**src/rtl/wbp_pkg.sv**
```systemverilog
// Purpose: Shared constants and types of the watchdog and beeper block.
// Assumes: Byte-wide special function register access from the CPU core.
// Notes: Register addresses, field positions, reset values and dividers.
package wbp_pkg;
  // ==========================================================================
  // Register addresses, reset values, count limit and unmapped read value
  localparam logic [7:0] WBP_CTRL_ADDR = 8'hF8;
  localparam logic [7:0] WBP_CNT_ADDR = 8'hF9;
  localparam logic [7:0] WBP_CTRL_RST = 8'h00;
  localparam logic [7:0] WBP_CNT_RST = 8'h00;
  localparam logic [7:0] WBP_CNT_MAX = 8'hFF;
  localparam logic [7:0] WBP_RD_NONE = 8'h00;

  // ==========================================================================
  // Control register fields
  localparam int WBP_BEEP_RUN_BIT = 7;
  localparam int WBP_BEEP_FSEL_HI = 6;
  localparam int WBP_BEEP_FSEL_LO = 5;
  localparam int WBP_WDT_RR_BIT = 4;
  localparam int WBP_WDT_TYPE_BIT = 3;
  localparam int WBP_WDT_CSEL_HI = 2;
  localparam int WBP_WDT_CSEL_LO = 0;

  // ==========================================================================
  // Dividers
  localparam int WBP_PRE_W = 13;
  localparam int WBP_BEEP_W = 13;
  localparam logic [12:0] WBP_BEEP_DIV0 = 13'h1770;
  localparam logic [12:0] WBP_BEEP_DIV1 = 13'h0BB8;
  localparam logic [12:0] WBP_BEEP_DIV2 = 13'h0640;
  localparam logic [12:0] WBP_BEEP_DIV3 = 13'h0384;

  typedef enum logic {WBP_WDT_STOP, WBP_WDT_RUN} wbp_wdt_state_t;

  // Prescaler mask: low bits that must all be ones for one counting tick
  function automatic logic [12:0] wbp_tick_mask(input logic [2:0] sel);
    logic [12:0] m;
    m = 13'h0000;
    case (sel)
      3'h0: m = 13'h0000;
      3'h1: m = 13'h0007;
      3'h2: m = 13'h000F;
      3'h3: m = 13'h001F;
      3'h4: m = 13'h007F;
      3'h5: m = 13'h01FF;
      3'h6: m = 13'h07FF;
      default: m = 13'h1FFF;
    endcase
    return m;
  endfunction

  function automatic logic [12:0] wbp_beep_div(input logic [1:0] sel);
    logic [12:0] d;
    d = WBP_BEEP_DIV0;
    case (sel)
      2'h0: d = WBP_BEEP_DIV0;
      2'h1: d = WBP_BEEP_DIV1;
      2'h2: d = WBP_BEEP_DIV2;
      default: d = WBP_BEEP_DIV3;
    endcase
    return d;
  endfunction
endpackage

```
**src/rtl/wbp_top.sv**
```systemverilog
// Purpose: Watchdog counter and square-wave beeper sharing one control register.
// Assumes: CPU core on the same clock drives the register port and mode inputs.
// Notes: Overflow interrupts are one-cycle pulses; the interrupt controller latches them.
`timescale 1ns/1ns
module wbp_top
  import wbp_pkg::*;
#(
  parameter logic NMI_SEL_VAL = 1'b1
) (
  // Clock and reset
  input wire logic I_MCLK,
  input wire logic I_RST,
  // Register port
  input wire logic [7:0] I_SFR_ADDR,
  input wire logic I_SFR_WR,
  input wire logic [7:0] I_SFR_WDATA,
  output logic [7:0] O_SFR_RDATA,
  // Core status and interrupt controller
  input wire logic I_PDOWN,
  input wire logic I_WDT_INT_ENABLE,
  output logic O_WDT_NMI,
  output logic O_WDT_INT,
  output logic O_WDT_RUNNING,
  // Shared port pin
  input wire logic I_PORT_LATCH,
  input wire logic I_PORT_DIR_OUT,
  output logic O_BEEPER_PIN_O,
  output logic O_BEEPER_PIN_OE
);

  // ==========================================================================
  // Register file
  logic [7:0] ctrl_ff, nxt_ctrl;
  logic [7:0] cnt_val_ff, nxt_cnt_val;
  logic [7:0] rdata_ff, nxt_rdata;
  logic wr_ctrl, wr_cnt, restart;

  assign wr_ctrl = I_SFR_WR && (I_SFR_ADDR == WBP_CTRL_ADDR);
  assign wr_cnt = I_SFR_WR && (I_SFR_ADDR == WBP_CNT_ADDR);
  // A pending run/restart bit is acted on in the cycle after it is written
  assign restart = ctrl_ff[WBP_WDT_RR_BIT];

  logic [7:0] wdt_cnt_ff, nxt_wdt_cnt;
  wbp_wdt_state_t state_ff, nxt_state;

  always_comb begin
    nxt_ctrl = ctrl_ff;
    nxt_cnt_val = cnt_val_ff;
    if (wr_ctrl) begin
      nxt_ctrl = I_SFR_WDATA;
    end else if (restart) begin
      nxt_ctrl[WBP_WDT_RR_BIT] = 1'b0;
    end
    if (wr_cnt) begin
      nxt_cnt_val = I_SFR_WDATA;
    end
    nxt_rdata = WBP_RD_NONE;
    if (I_SFR_ADDR == WBP_CTRL_ADDR) begin
      nxt_rdata = ctrl_ff;
    end else if (I_SFR_ADDR == WBP_CNT_ADDR) begin
      // Live count while running so software can watch it advance
      nxt_rdata = (state_ff == WBP_WDT_RUN) ? wdt_cnt_ff : cnt_val_ff;
    end
  end

  always_ff @(posedge I_MCLK or posedge I_RST) begin
    if (I_RST) begin
      ctrl_ff <= WBP_CTRL_RST;
      cnt_val_ff <= WBP_CNT_RST;
      rdata_ff <= WBP_RD_NONE;
    end else begin
      ctrl_ff <= nxt_ctrl;
      cnt_val_ff <= nxt_cnt_val;
      rdata_ff <= nxt_rdata;
    end
  end

  assign O_SFR_RDATA = rdata_ff;

  // ==========================================================================
  // Watchdog counter
  logic [WBP_PRE_W-1:0] pre_ff, nxt_pre;
  logic [12:0] tick_mask;
  logic tick, ovf;
  logic nmi_ff, nxt_nmi, int_ff, nxt_int;
  logic nmi_type;
  // Registered copy of the state so the status pin comes straight from a flop
  logic running_ff, nxt_running;

  assign tick_mask = wbp_tick_mask(ctrl_ff[WBP_WDT_CSEL_HI:WBP_WDT_CSEL_LO]);
  assign tick = ((pre_ff & tick_mask) == tick_mask);
  assign nmi_type = (ctrl_ff[WBP_WDT_TYPE_BIT] == NMI_SEL_VAL);
  assign ovf = (state_ff == WBP_WDT_RUN) && !restart && !I_PDOWN && tick
    && (wdt_cnt_ff == WBP_CNT_MAX);

  always_comb begin
    nxt_state = state_ff;
    nxt_wdt_cnt = wdt_cnt_ff;
    nxt_pre = pre_ff;
    unique case (state_ff)
      WBP_WDT_STOP: begin
        if (restart) begin
          nxt_state = WBP_WDT_RUN;
          nxt_wdt_cnt = cnt_val_ff;
          nxt_pre = '0;
        end
      end
      WBP_WDT_RUN: begin
        // No path back to stop: a write only restarts
        if (restart) begin
          nxt_wdt_cnt = cnt_val_ff;
          nxt_pre = '0;
        end else if (!I_PDOWN) begin
          nxt_pre = pre_ff + 1'b1;
          if (tick) begin
            // Wrap reloads the start value so the next period is the same length
            nxt_wdt_cnt = ovf ? cnt_val_ff : wdt_cnt_ff + 8'h01;
          end
        end
      end
    endcase
    nxt_nmi = ovf && nmi_type;
    nxt_int = ovf && !nmi_type && I_WDT_INT_ENABLE;
    nxt_running = (nxt_state == WBP_WDT_RUN);
  end

  always_ff @(posedge I_MCLK or posedge I_RST) begin
    if (I_RST) begin
      state_ff <= WBP_WDT_STOP;
      wdt_cnt_ff <= WBP_CNT_RST;
      pre_ff <= '0;
      nmi_ff <= 1'b0;
      int_ff <= 1'b0;
      running_ff <= 1'b0;
    end else begin
      state_ff <= nxt_state;
      wdt_cnt_ff <= nxt_wdt_cnt;
      pre_ff <= nxt_pre;
      nmi_ff <= nxt_nmi;
      int_ff <= nxt_int;
      running_ff <= nxt_running;
    end
  end

  assign O_WDT_NMI = nmi_ff;
  assign O_WDT_INT = int_ff;
  assign O_WDT_RUNNING = running_ff;

  // ==========================================================================
  // Beeper
  logic [WBP_BEEP_W-1:0] beep_div_ff, nxt_beep_div;
  logic [WBP_BEEP_W-1:0] beep_half;
  logic beep_wave_ff, nxt_beep_wave;
  logic pin_o_ff, nxt_pin_o, pin_oe_ff;
  logic beep_run;

  assign beep_run = ctrl_ff[WBP_BEEP_RUN_BIT];
  // Half period per toggle; all four divisors are even, so no duty skew
  assign beep_half = wbp_beep_div(ctrl_ff[WBP_BEEP_FSEL_HI:WBP_BEEP_FSEL_LO]) >> 1;

  always_comb begin
    nxt_beep_div = '0;
    nxt_beep_wave = 1'b0;
    if (beep_run) begin
      if (beep_div_ff >= beep_half - 1'b1) begin
        nxt_beep_wave = !beep_wave_ff;
      end else begin
        nxt_beep_div = beep_div_ff + 1'b1;
        nxt_beep_wave = beep_wave_ff;
      end
    end
    // Tone replaces the port latch only while the beeper runs
    nxt_pin_o = beep_run ? beep_wave_ff : I_PORT_LATCH;
  end

  always_ff @(posedge I_MCLK or posedge I_RST) begin
    if (I_RST) begin
      beep_div_ff <= '0;
      beep_wave_ff <= 1'b0;
      pin_o_ff <= 1'b1;
      pin_oe_ff <= 1'b0;
    end else begin
      beep_div_ff <= nxt_beep_div;
      beep_wave_ff <= nxt_beep_wave;
      pin_o_ff <= nxt_pin_o;
      // Direction comes from the port mode register
      pin_oe_ff <= I_PORT_DIR_OUT;
    end
  end

  assign O_BEEPER_PIN_O = pin_o_ff;
  assign O_BEEPER_PIN_OE = pin_oe_ff;
endmodule

```
**config.mk**
```make
export PLATFORM = sky130hd
export DESIGN_NAME = wbp_top
export DESIGN_NICKNAME = d
export VERILOG_FILES = /design/src/rtl/wbp_pkg.sv /design/src/rtl/wbp_top.sv
export SDC_FILE = /design/constraint.sdc
export NUM_CORES = 1
export LEC_CHECK = 0
export ABC_AREA = 1
export BUFFER_PORTS_ARGS = -buffer_cell sky130_fd_sc_hd__buf_2
export CAP_MARGIN = 20
export CORE_UTILIZATION = 40
export DETAILED_ROUTE_END_ITERATION = 10
export GPL_ROUTABILITY_DRIVEN = 0
export SLEW_MARGIN = 20
export SYNTH_ARGS = -nofsm -noshare
export SYNTH_HDL_FRONTEND = slang
export SYNTH_SLANG_ARGS = --single-unit
```
**constraint.sdc**
```tcl
create_clock -name I_MCLK -period 2.1 [get_ports I_MCLK]
set_clock_uncertainty 0.05 [all_clocks]
set_input_delay 0.21 -clock I_MCLK [delete_from_list [all_inputs] [get_ports I_MCLK]]
set_output_delay 0.21 -clock I_MCLK [all_outputs]
set_load 0.01 [all_outputs]
```
# Yosys cells after proc, flatten, opt, wreduce, memory -nomap -nowiden
# Index checks and enable logic that the tools add are counted.
# W data, S select, Z words.
[classes]
addsub = 4
n_lt_le_gt_ge = 1
eq_ne = 16
muxes = 23
n_bitwise = 2
n_reduce_logical = 17
[ops]
columns = ["operator", "count"]
rows = [
  ["$pmux W13 S7", 1],
  ["$mux W13", 5],
  ["$mux W8", 8],
  ["$pmux W13 S3", 1],
  ["$add A13 B1 Y13 const B", 2],
  ["$pmux W13 S2", 1],
  ["$eq A8 B8 Y1 const B", 3],
  ["$pmux W8 S2", 1],
  ["$and A13 B13 Y13", 1],
  ["$eq A13 B13 Y1", 1],
  ["$ge A13 B13 Y1", 1],
  ["$sub A12 B1 Y13 const B", 1],
  ["$eq A3 B3 Y1 const B", 3],
  ["$logic_and A1 B1 Y1", 9],
  ["$add A8 B1 Y8 const B", 1],
  ["$eq A3 B2 Y1 const B", 2],
  ["$mux W1", 6],
  ["$ne A3 B3 Y1 const B", 2],
  ["$logic_not A1 Y1", 4],
  ["$eq A3 B1 Y1 const B", 1],
  ["$logic_not A3 Y1", 1],
  ["$reduce_and A3 Y1", 1],
  ["$eq A2 B1 Y1 const B", 1],
  ["$eq A2 B2 Y1 const B", 1],
  ["5 further kinds", 5],
]
[word_totals]
regBits = 64
input_bits = 23
output_inout_bits = 13
wordCells = 76

# Longest topological paths before layout
# Gate-level depths: netlist (run 1).
[depth]
ltp_word = 11
mapped_depth = 11
mapped_depth_nobuf = 11

# Worst setup path before layout (run 1)
# No wires, ideal clock.
[synth_timing]
kind = "flip-flop to flip-flop"
start = "register ctrl_ff[5]"
end = "register beep_div_ff[0]"
setup_ps = 131
t_arrival_ps = 1896
required_ps = 1919
slack_ps = 23
stages_incl_launch_ff = 11
n_path_buf = 1
synth_period_minus_slack_ps = 2077
path_cell_list = "dfrtp_1 > inv_1 > ha_1 > inv_1 > ha_1 > nand3_1 > o221ai_1 > nand3_1 > nand3_1 > clkbuf_1 > nor2_1"
[synth_via]
elab_chain_len = 6
elab_cells_between_ends = 8
cone_classes = "1 x add/sub; 1 x order compare; 2 x eq/ne; 3 x mux; 1 x reduce/logical"
[synth_rtl]
columns = ["element", "line", "source"]
rows = [
  ["start: declaration", "wbp_top.sv:33", "logic [7:0] ctrl_ff, nxt_ctrl;"],
  ["start signal: assignment", "wbp_top.sv:72", "ctrl_ff <= nxt_ctrl;"],
  ["$eq A2 B2 Y1, or another cell as far along", "wbp_pkg.sv:55", "case (sel)"],
  ["$pmux W13 S3 (*)", "wbp_pkg.sv:55", ""],
  ["$sub A12 B1 Y13 (*)", "wbp_top.sv:165", "if (beep_div_ff >= beep_half - 1'b1) begin"],
  ["$ge A13 B13 Y1 (*)", "wbp_top.sv:165", ""],
  ["$mux W13 (*)", "wbp_top.sv:165", ""],
  ["$mux W13 (*)", "wbp_top.sv:164", "if (beep_run) begin"],
  ["net nxt_beep_div[0]", "wbp_top.sv:151", "logic [WBP_BEEP_W-1:0] beep_div_ff, nxt_beep_div;"],
  ["end signal: assignment", "wbp_top.sv:183", "beep_div_ff <= nxt_beep_div;"],
  ["end: declaration", "wbp_top.sv:151", ""],
]
# The timed path passes the listed nets; every way through them passes the cells marked *.
# A chain may end at the register's enable or synchronous reset.

# Worst setup path after layout (run 1)
[layout_timing]
start = "register ctrl_ff[5]"
end = "register beep_div_ff[11]"
# Same word-level chain as after synthesis.

==> results of run 1 <==
[cells by family after synthesis]
kind of cell	Yosys count	synth area share (%)
buf+inv	58	6.76
compound gates	67	10.6
xor+xnor	14	3.49
fa+ha+maj	19	6.76
flops	64	45.6
other cells	1	0.107
simple gates	191	26.6
[layout make-up]
type | count | area, sq um | area share, %
Clock buffer | 11 | 141 | 3.47
Multi-Input combinational cell | 292 | 1690 | 41.4
Inverter | 51 | 196 | 4.82
Sequential cell | 64 | 1600 | 39.3
Tap cell | 105 | 131 | 3.22
Timing Repair Buffer | 47 | 284 | 6.97
Clock inverter | 5 | 32.5 | 0.798
[flip-flops by register name, indices dropped and copies added, names as in the netlist]
name,cells
beep_div_ff,13
pre_ff,13
O_SFR_RDATA,8
cnt_val_ff,8
ctrl_ff,8
wdt_cnt_ff,8
O_BEEPER_PIN_O,1
O_BEEPER_PIN_OE,1
O_WDT_INT,1
O_WDT_NMI,1
O_WDT_RUNNING,1
beep_wave_ff,1
[placed cells by master (no fill, tap or decap), types with 2 or more instances in the layout]
cell type	instances
dfrtp_1	63
buf_4	7
inv_2	2
nand3_1	29
nand2_2	5
buf_2	36
clkinvlp_4	3
o21ai_0	26
a21oi_2	2
xnor2_1	7
nor3_4	2
nand4_1	2
nand2_1	90
clkbuf_8	10
nor3_1	2
xor2_1	7
nor2_4	2
inv_1	47
o22ai_1	7
nor2_2	3
nor2_1	38
dlygate4sd3_1	2
a21oi_1	20
nor3_2	2
inv_4	2
ha_1	19
o21ai_1	5
clkinv_2	2
nand3_2	6
o211ai_1	2
nor3b_1	4
[routing by layer]
metal | routed length, microns | share of wire [%]
met4 | 117 | 1.5
met3 | 368 | 4.7
met5 | 0 | 0
met2 | 3280 | 42
met1 | 4000 | 52
[final timing paths]
path	start	end	slack [ps]
setup / recovery	ctrl_ff[5]$_DFFE_PP0P_	beep_div_ff[11]$_DFF_PP0_	110
hold / removal	I_SFR_WDATA[4]	cnt_val_ff[4]$_DFFE_PP0P_	50
setup reg to reg	ctrl_ff[5]$_DFFE_PP0P_	beep_div_ff[11]$_DFF_PP0_	110
hold reg to reg	beep_div_ff[0]$_DFF_PP0_	beep_div_ff[0]$_DFF_PP0_	430
max in group asynchronous	I_RST	wdt_cnt_ff[5]$_DFFE_PP0P_	1030
min in group asynchronous	I_RST	pre_ff[1]$_DFFE_PP0P_	360
[critical path, cell delays in order, from the launching register on]
cell	delay (ps)
dfrtp_1	390
buf_4	160
ha_1	190
inv_1	60
ha_1	230
a21oi_1	130
o211ai_1	90
a21oi_1	150
nand3_2	120
buf_6	150
nor3b_1	170
[per-stage QoR]
step / worst slack, ps / hold WS, ps / cells / util, % / TNS [ps]
final: 112 / 45.3 / 575 / 48.9 / 0
after global routing: -3.41 / 42.1 / 575 / 48.9 / -3.41
after CTS: 65.7 / 24.6 / 573 / 48.5 / 0
after detailed placement: 69.3 / 198 / 555 / 46.2 / 0
after global placement: 160 / 189 / 555 / 46.2 / 0
after floorplan: 23.0 / 191 / 414 / - / 0
[power by group]
group	leakage (nW)	internal (mW)	switching, mW
combinational	1.17	0.273	0.347
clock	0.0813	0.456	0.499
sequential	0.766	1.36	0.123
[what timing repair did]
item                                   in CTS  in global routing
resized for setup                           0                  4
setup endpoints to repair                   0                 12
hold buffers                                2                  0
setup buffers                               0                  1
endpoints found under the hold margin      18                  0
==> results.cfg, run 1 <==
[status]
status = finished clean

[setup_path]
cp-start-kind = flop
worst_ep_required_time_ps = 2300
critical_path_class = reg -> reg
critPathCaptureType = flop
path_max_fanout = 5
arrival_ps = 2190
r2r_cells = 10

[worst_hold_path]
whs_path_depth = 3
min_path_type = in -> reg

[synthesis]
synth_common_cells = nand2_1, dfrtp_1, inv_1
ys_types = 42
ys_async_sr_fraction_pct = 100
syn_avg_cell_area_sq_um = 8.49
synth-seq-cells = 64
yosysSeqAreaShare_pct = 45.6
netlist.area_leader.share_pct = 44.9
synth_edf_count = 0
synth_area_leaders = dfrtp_1, nand2_1, ha_1
synth.most_common_cell = nand2_1
synth_ff_type = dfrtp_1
netlist_instances = 414
synth_nets = 456
ys_warn_count = 0
yosysTopAreaCell = dfrtp_1
synth_area_sq_mm = 0.00351

[routing]
wl_per_cell_microns = 13.5
drc_errors = 0
drt_wl_total_mm = 7.76
dr.pass1.iters = 4
first_iter_violations = 130
vias_per_cell = 4.94
vias = 2841
ant_nets = 0

[clock_network]
htree_levels = 3
cts_tree = built
insertion_delay_ps = 340
ctsLongestPathBuffers = 2
cts_buffers = 9
root_buffer = clkbuf_8
clk_pin_slew_ps = 80
clkSinkCount = 64

[sta]
worst_pin_slew_ps = 540
slew_headroom_pct = 64.0
finalSetupViolCount = 0
max_freq_mhz = 503
fin_crit_ps = 1990
finalHoldViolCount = 0
fin_crit_sh_pct = 94.7
drv_slew = 0

[power_and_ir_drop]
total_power_mw = 3.06
p_per_area_mw_per_mm2 = 751
peakVddDrop_v = 0.000427
leakagePower_nw = 2.01

[global_route]
grt_pass1_vias = 2696
grt_pass1_wl_mm = 13.1
grt_use_met2_pct = 27.3
grt_use_total_pct = 19.3
grt.met3_usage_pct = 5.45
grt_use_met1_pct = 28.4
antenna_found_initial = 0
grt_max_degree = 47
grt.busiest_layer = met1
grt-ovfl-total = 0

[layout]
design_area_sq_mm = 0.00408
drive_gt1_share_pct = 19.6
nNetsFinal = 507
diodes = 0
syn_to_final_growth_pct = 16.0
fillers = 794

[floorplan]
initial_core_util_pct = 42.1
fp.coreArea_sq_mm = 0.00834
dieHeight_microns = 95.7
ios = 36
row_count = 33
die_w_microns = 95.7
dieArea_sq_mm = 0.00917

[placement]
placed_area_sq_mm = 0.00385
portBuffers = 35
dp_hpwl_mm = 5.63

[flow_run]
max-cap-violations = 0
Power figures use the tool's default switching activity.
==> run 2: changes to the inputs <==
==> constraint.sdc (replaced) <==
create_clock -name I_MCLK -period 2.1 [get_ports I_MCLK]
set_clock_uncertainty 0.05 [all_clocks]
set_input_delay 0.42 -clock I_MCLK [delete_from_list [all_inputs] [get_ports I_MCLK]]
set_output_delay 0.42 -clock I_MCLK [all_outputs]
set_load 0.01 [all_outputs]
==> results.cfg, run 2 (synthesized netlist as in run 1, its figures left out) <==
[clock_network]
cts_buffers = 9
clkSinkCount = 64
ctsLongestPathBuffers = 2
cts_tree = built
htree_levels = 3
root_buffer = clkbuf_8
insertion_delay_ps = 340
clk_pin_slew_ps = 70

[sta]
max_freq_mhz = 494
holdWs_ps = 103
finalHoldViolCount = 0
finalSetupViolCount = 0
fin_crit_sh_pct = 96.5
fin_crit_ps = 2030
drv_slew = 0
worst_pin_slew_ps = 533
slew_headroom_pct = 64.5

[global_route]
grt_pass1_vias = 2669
grt-ovfl-total = 0
grt_pass1_wl_mm = 13.1
antenna_found_initial = 0
grt_max_degree = 65
grt_use_total_pct = 18.9

[worst_hold_path]
min_path_type = in -> async

[layout]
layout_commonest_cell = nand2_1
fillers = 811
drive_gt1_share_pct = 21.5
diodes = 0
nNetsFinal = 504
top_regs = beep_div_ff x13, pre_ff x13
layout_common_cells = nand2_1, dfrtp_1, inv_1
syn_to_final_growth_pct = 18.0
design_area_sq_mm = 0.00415

[power_and_ir_drop]
sw_frac_of_total_pct = 29.7
power.share.clock_pct = 33.5
intPower_mw = 2.31
leakagePower_nw = 2.02
peakVddDrop_v = 0.000450
p_sw_mw = 0.980
combPwrFrac_pct = 20.8
p_seq_share_pct = 45.7
p_per_area_mw_per_mm2 = 794

[floorplan]
die_w_microns = 95.7
fp.coreArea_sq_mm = 0.00834
dieArea_sq_mm = 0.00917
ios = 36
dieHeight_microns = 95.7
row_count = 33
initial_core_util_pct = 42.1

[routing]
drc_errors = 0
dr.pass1.iters = 4
drt_wl_total_mm = 7.99
first_iter_violations = 128
vias_per_cell = 4.99
vias = 2848
wl_per_cell_microns = 14.0
ant_nets = 0

[flow_run]
max-cap-violations = 0

[setup_path]
critPathCaptureType = flop
regToRegStartpoint = ctrl_ff[6]$_DFFE_PP0P_
arrival_ps = 2190
r2r-end = beep_div_ff[8]$_DFF_PP0_
r2r_cells = 10
critical_path_class = reg -> reg
path_max_fanout = 7
cp-start-kind = flop
worst_ep_required_time_ps = 2270
reg2reg_slack_ps = 70

[status]
status = finished clean

[placement]
dp_hpwl_mm = 5.67
portBuffers = 35
placed_area_sq_mm = 0.00384
==> run 2: cell count changes in the layout (fill, tap and decap cells not counted), moves of 2 or more <==
cell,before,now
inv_1,47,45
clkbuf_8,10,12
ha_1,19,16
nand3_1,29,27
clkinv_2,2,0
nand3_2,6,8
clkinvlp_4,3,1
ha_4,0,3
dlygate4sd3_1,2,0
inv_2,2,4
==> run 2: cell type report <==
type / instances / area, sq um / area share, %
Sequential cell: 64 / 1600 / 38.7
Tap cell: 105 / 131 / 3.17
Clock inverter: 2 / 37.5 / 0.905
Timing Repair Buffer: 44 / 259 / 6.25
Multi-Input combinational cell: 292 / 1750 / 42.2
Clock buffer: 13 / 169 / 4.07
Inverter: 51 / 196 / 4.74
==> run 2: metal layers <==
layer	global-route usage, %	vias to the layer above	wire length (microns)
li1	-	1442	-
met1	27.9	1333	4130
met2	27.4	63	3440
met3	2.92	10	286
met4	8.21	0	125
met5	0	-	0
==> run 2: how the worst max path moves through the flow <==
stage	from	endpoint	slack (ps)	cells past startpoint
6_report	ctrl_ff[6]$_DFFE_PP0P_	beep_div_ff[8]$_DFF_PP0_	70	10
5_1_grt	ctrl_ff[6]$_DFFE_PP0P_	beep_wave_ff$_DFFE_PP0P_	-20	11
4_1_cts	ctrl_ff[6]$_DFFE_PP0P_	beep_wave_ff$_DFFE_PP0P_	10	11
3_5_place_dp	ctrl_ff[6]$_DFFE_PP0P_	beep_wave_ff$_DFFE_PP0P_	20	10
3_3_place_gp	ctrl_ff[6]$_DFFE_PP0P_	beep_wave_ff$_DFFE_PP0P_	140	10
2_1_floorplan	ctrl_ff[5]$_DFFE_PP0P_	beep_div_ff[0]$_DFF_PP0_	20	10
==> run 2: power groups by stage <==
stage	Sequential [mW]	Clock [mW]	Combinational [mW]
2_1_floorplan	1.49	0	0.427
3_3_place_gp	1.51	0	0.558
3_5_place_dp	1.52	0	0.572
4_1_cts	1.49	1.13	0.577
5_1_grt	1.52	1.19	0.782
6_report	1.50	1.10	0.686
==> run 2: worst max-delay path: stages, from the launching register on <==
cell and delay (ps):
dfrtp_1 440, inv_2 70, ha_1 280, inv_1 60
ha_4 270, nand3_2 80, o221ai_2 230, nand3_2 110
nand3_2 100, clkbuf_4 180, nor2_1 50
==> run 2: per-stage QoR <==
stage,TNS [ps],utilization (%),setup WS [ps],instances,total power [mW]
3_3_place_gp,0,46.1,136,554,2.07
3_5_place_dp,0,46.1,22.7,554,2.09
2_1_floorplan,0,-,23.0,414,1.92
4_1_cts,0,48.6,14.0,569,3.20
5_1_grt,-99.7,49.7,-22.3,571,3.49
6_report,0,49.7,74.3,571,3.29
==> run 2: repair_timing <==
action	CTS	global route
hold buffers	0	0
endpoints found under the hold margin	0	0
setup buffers	0	1
gates resized for setup	0	15
endpoints found under the setup margin	0	14
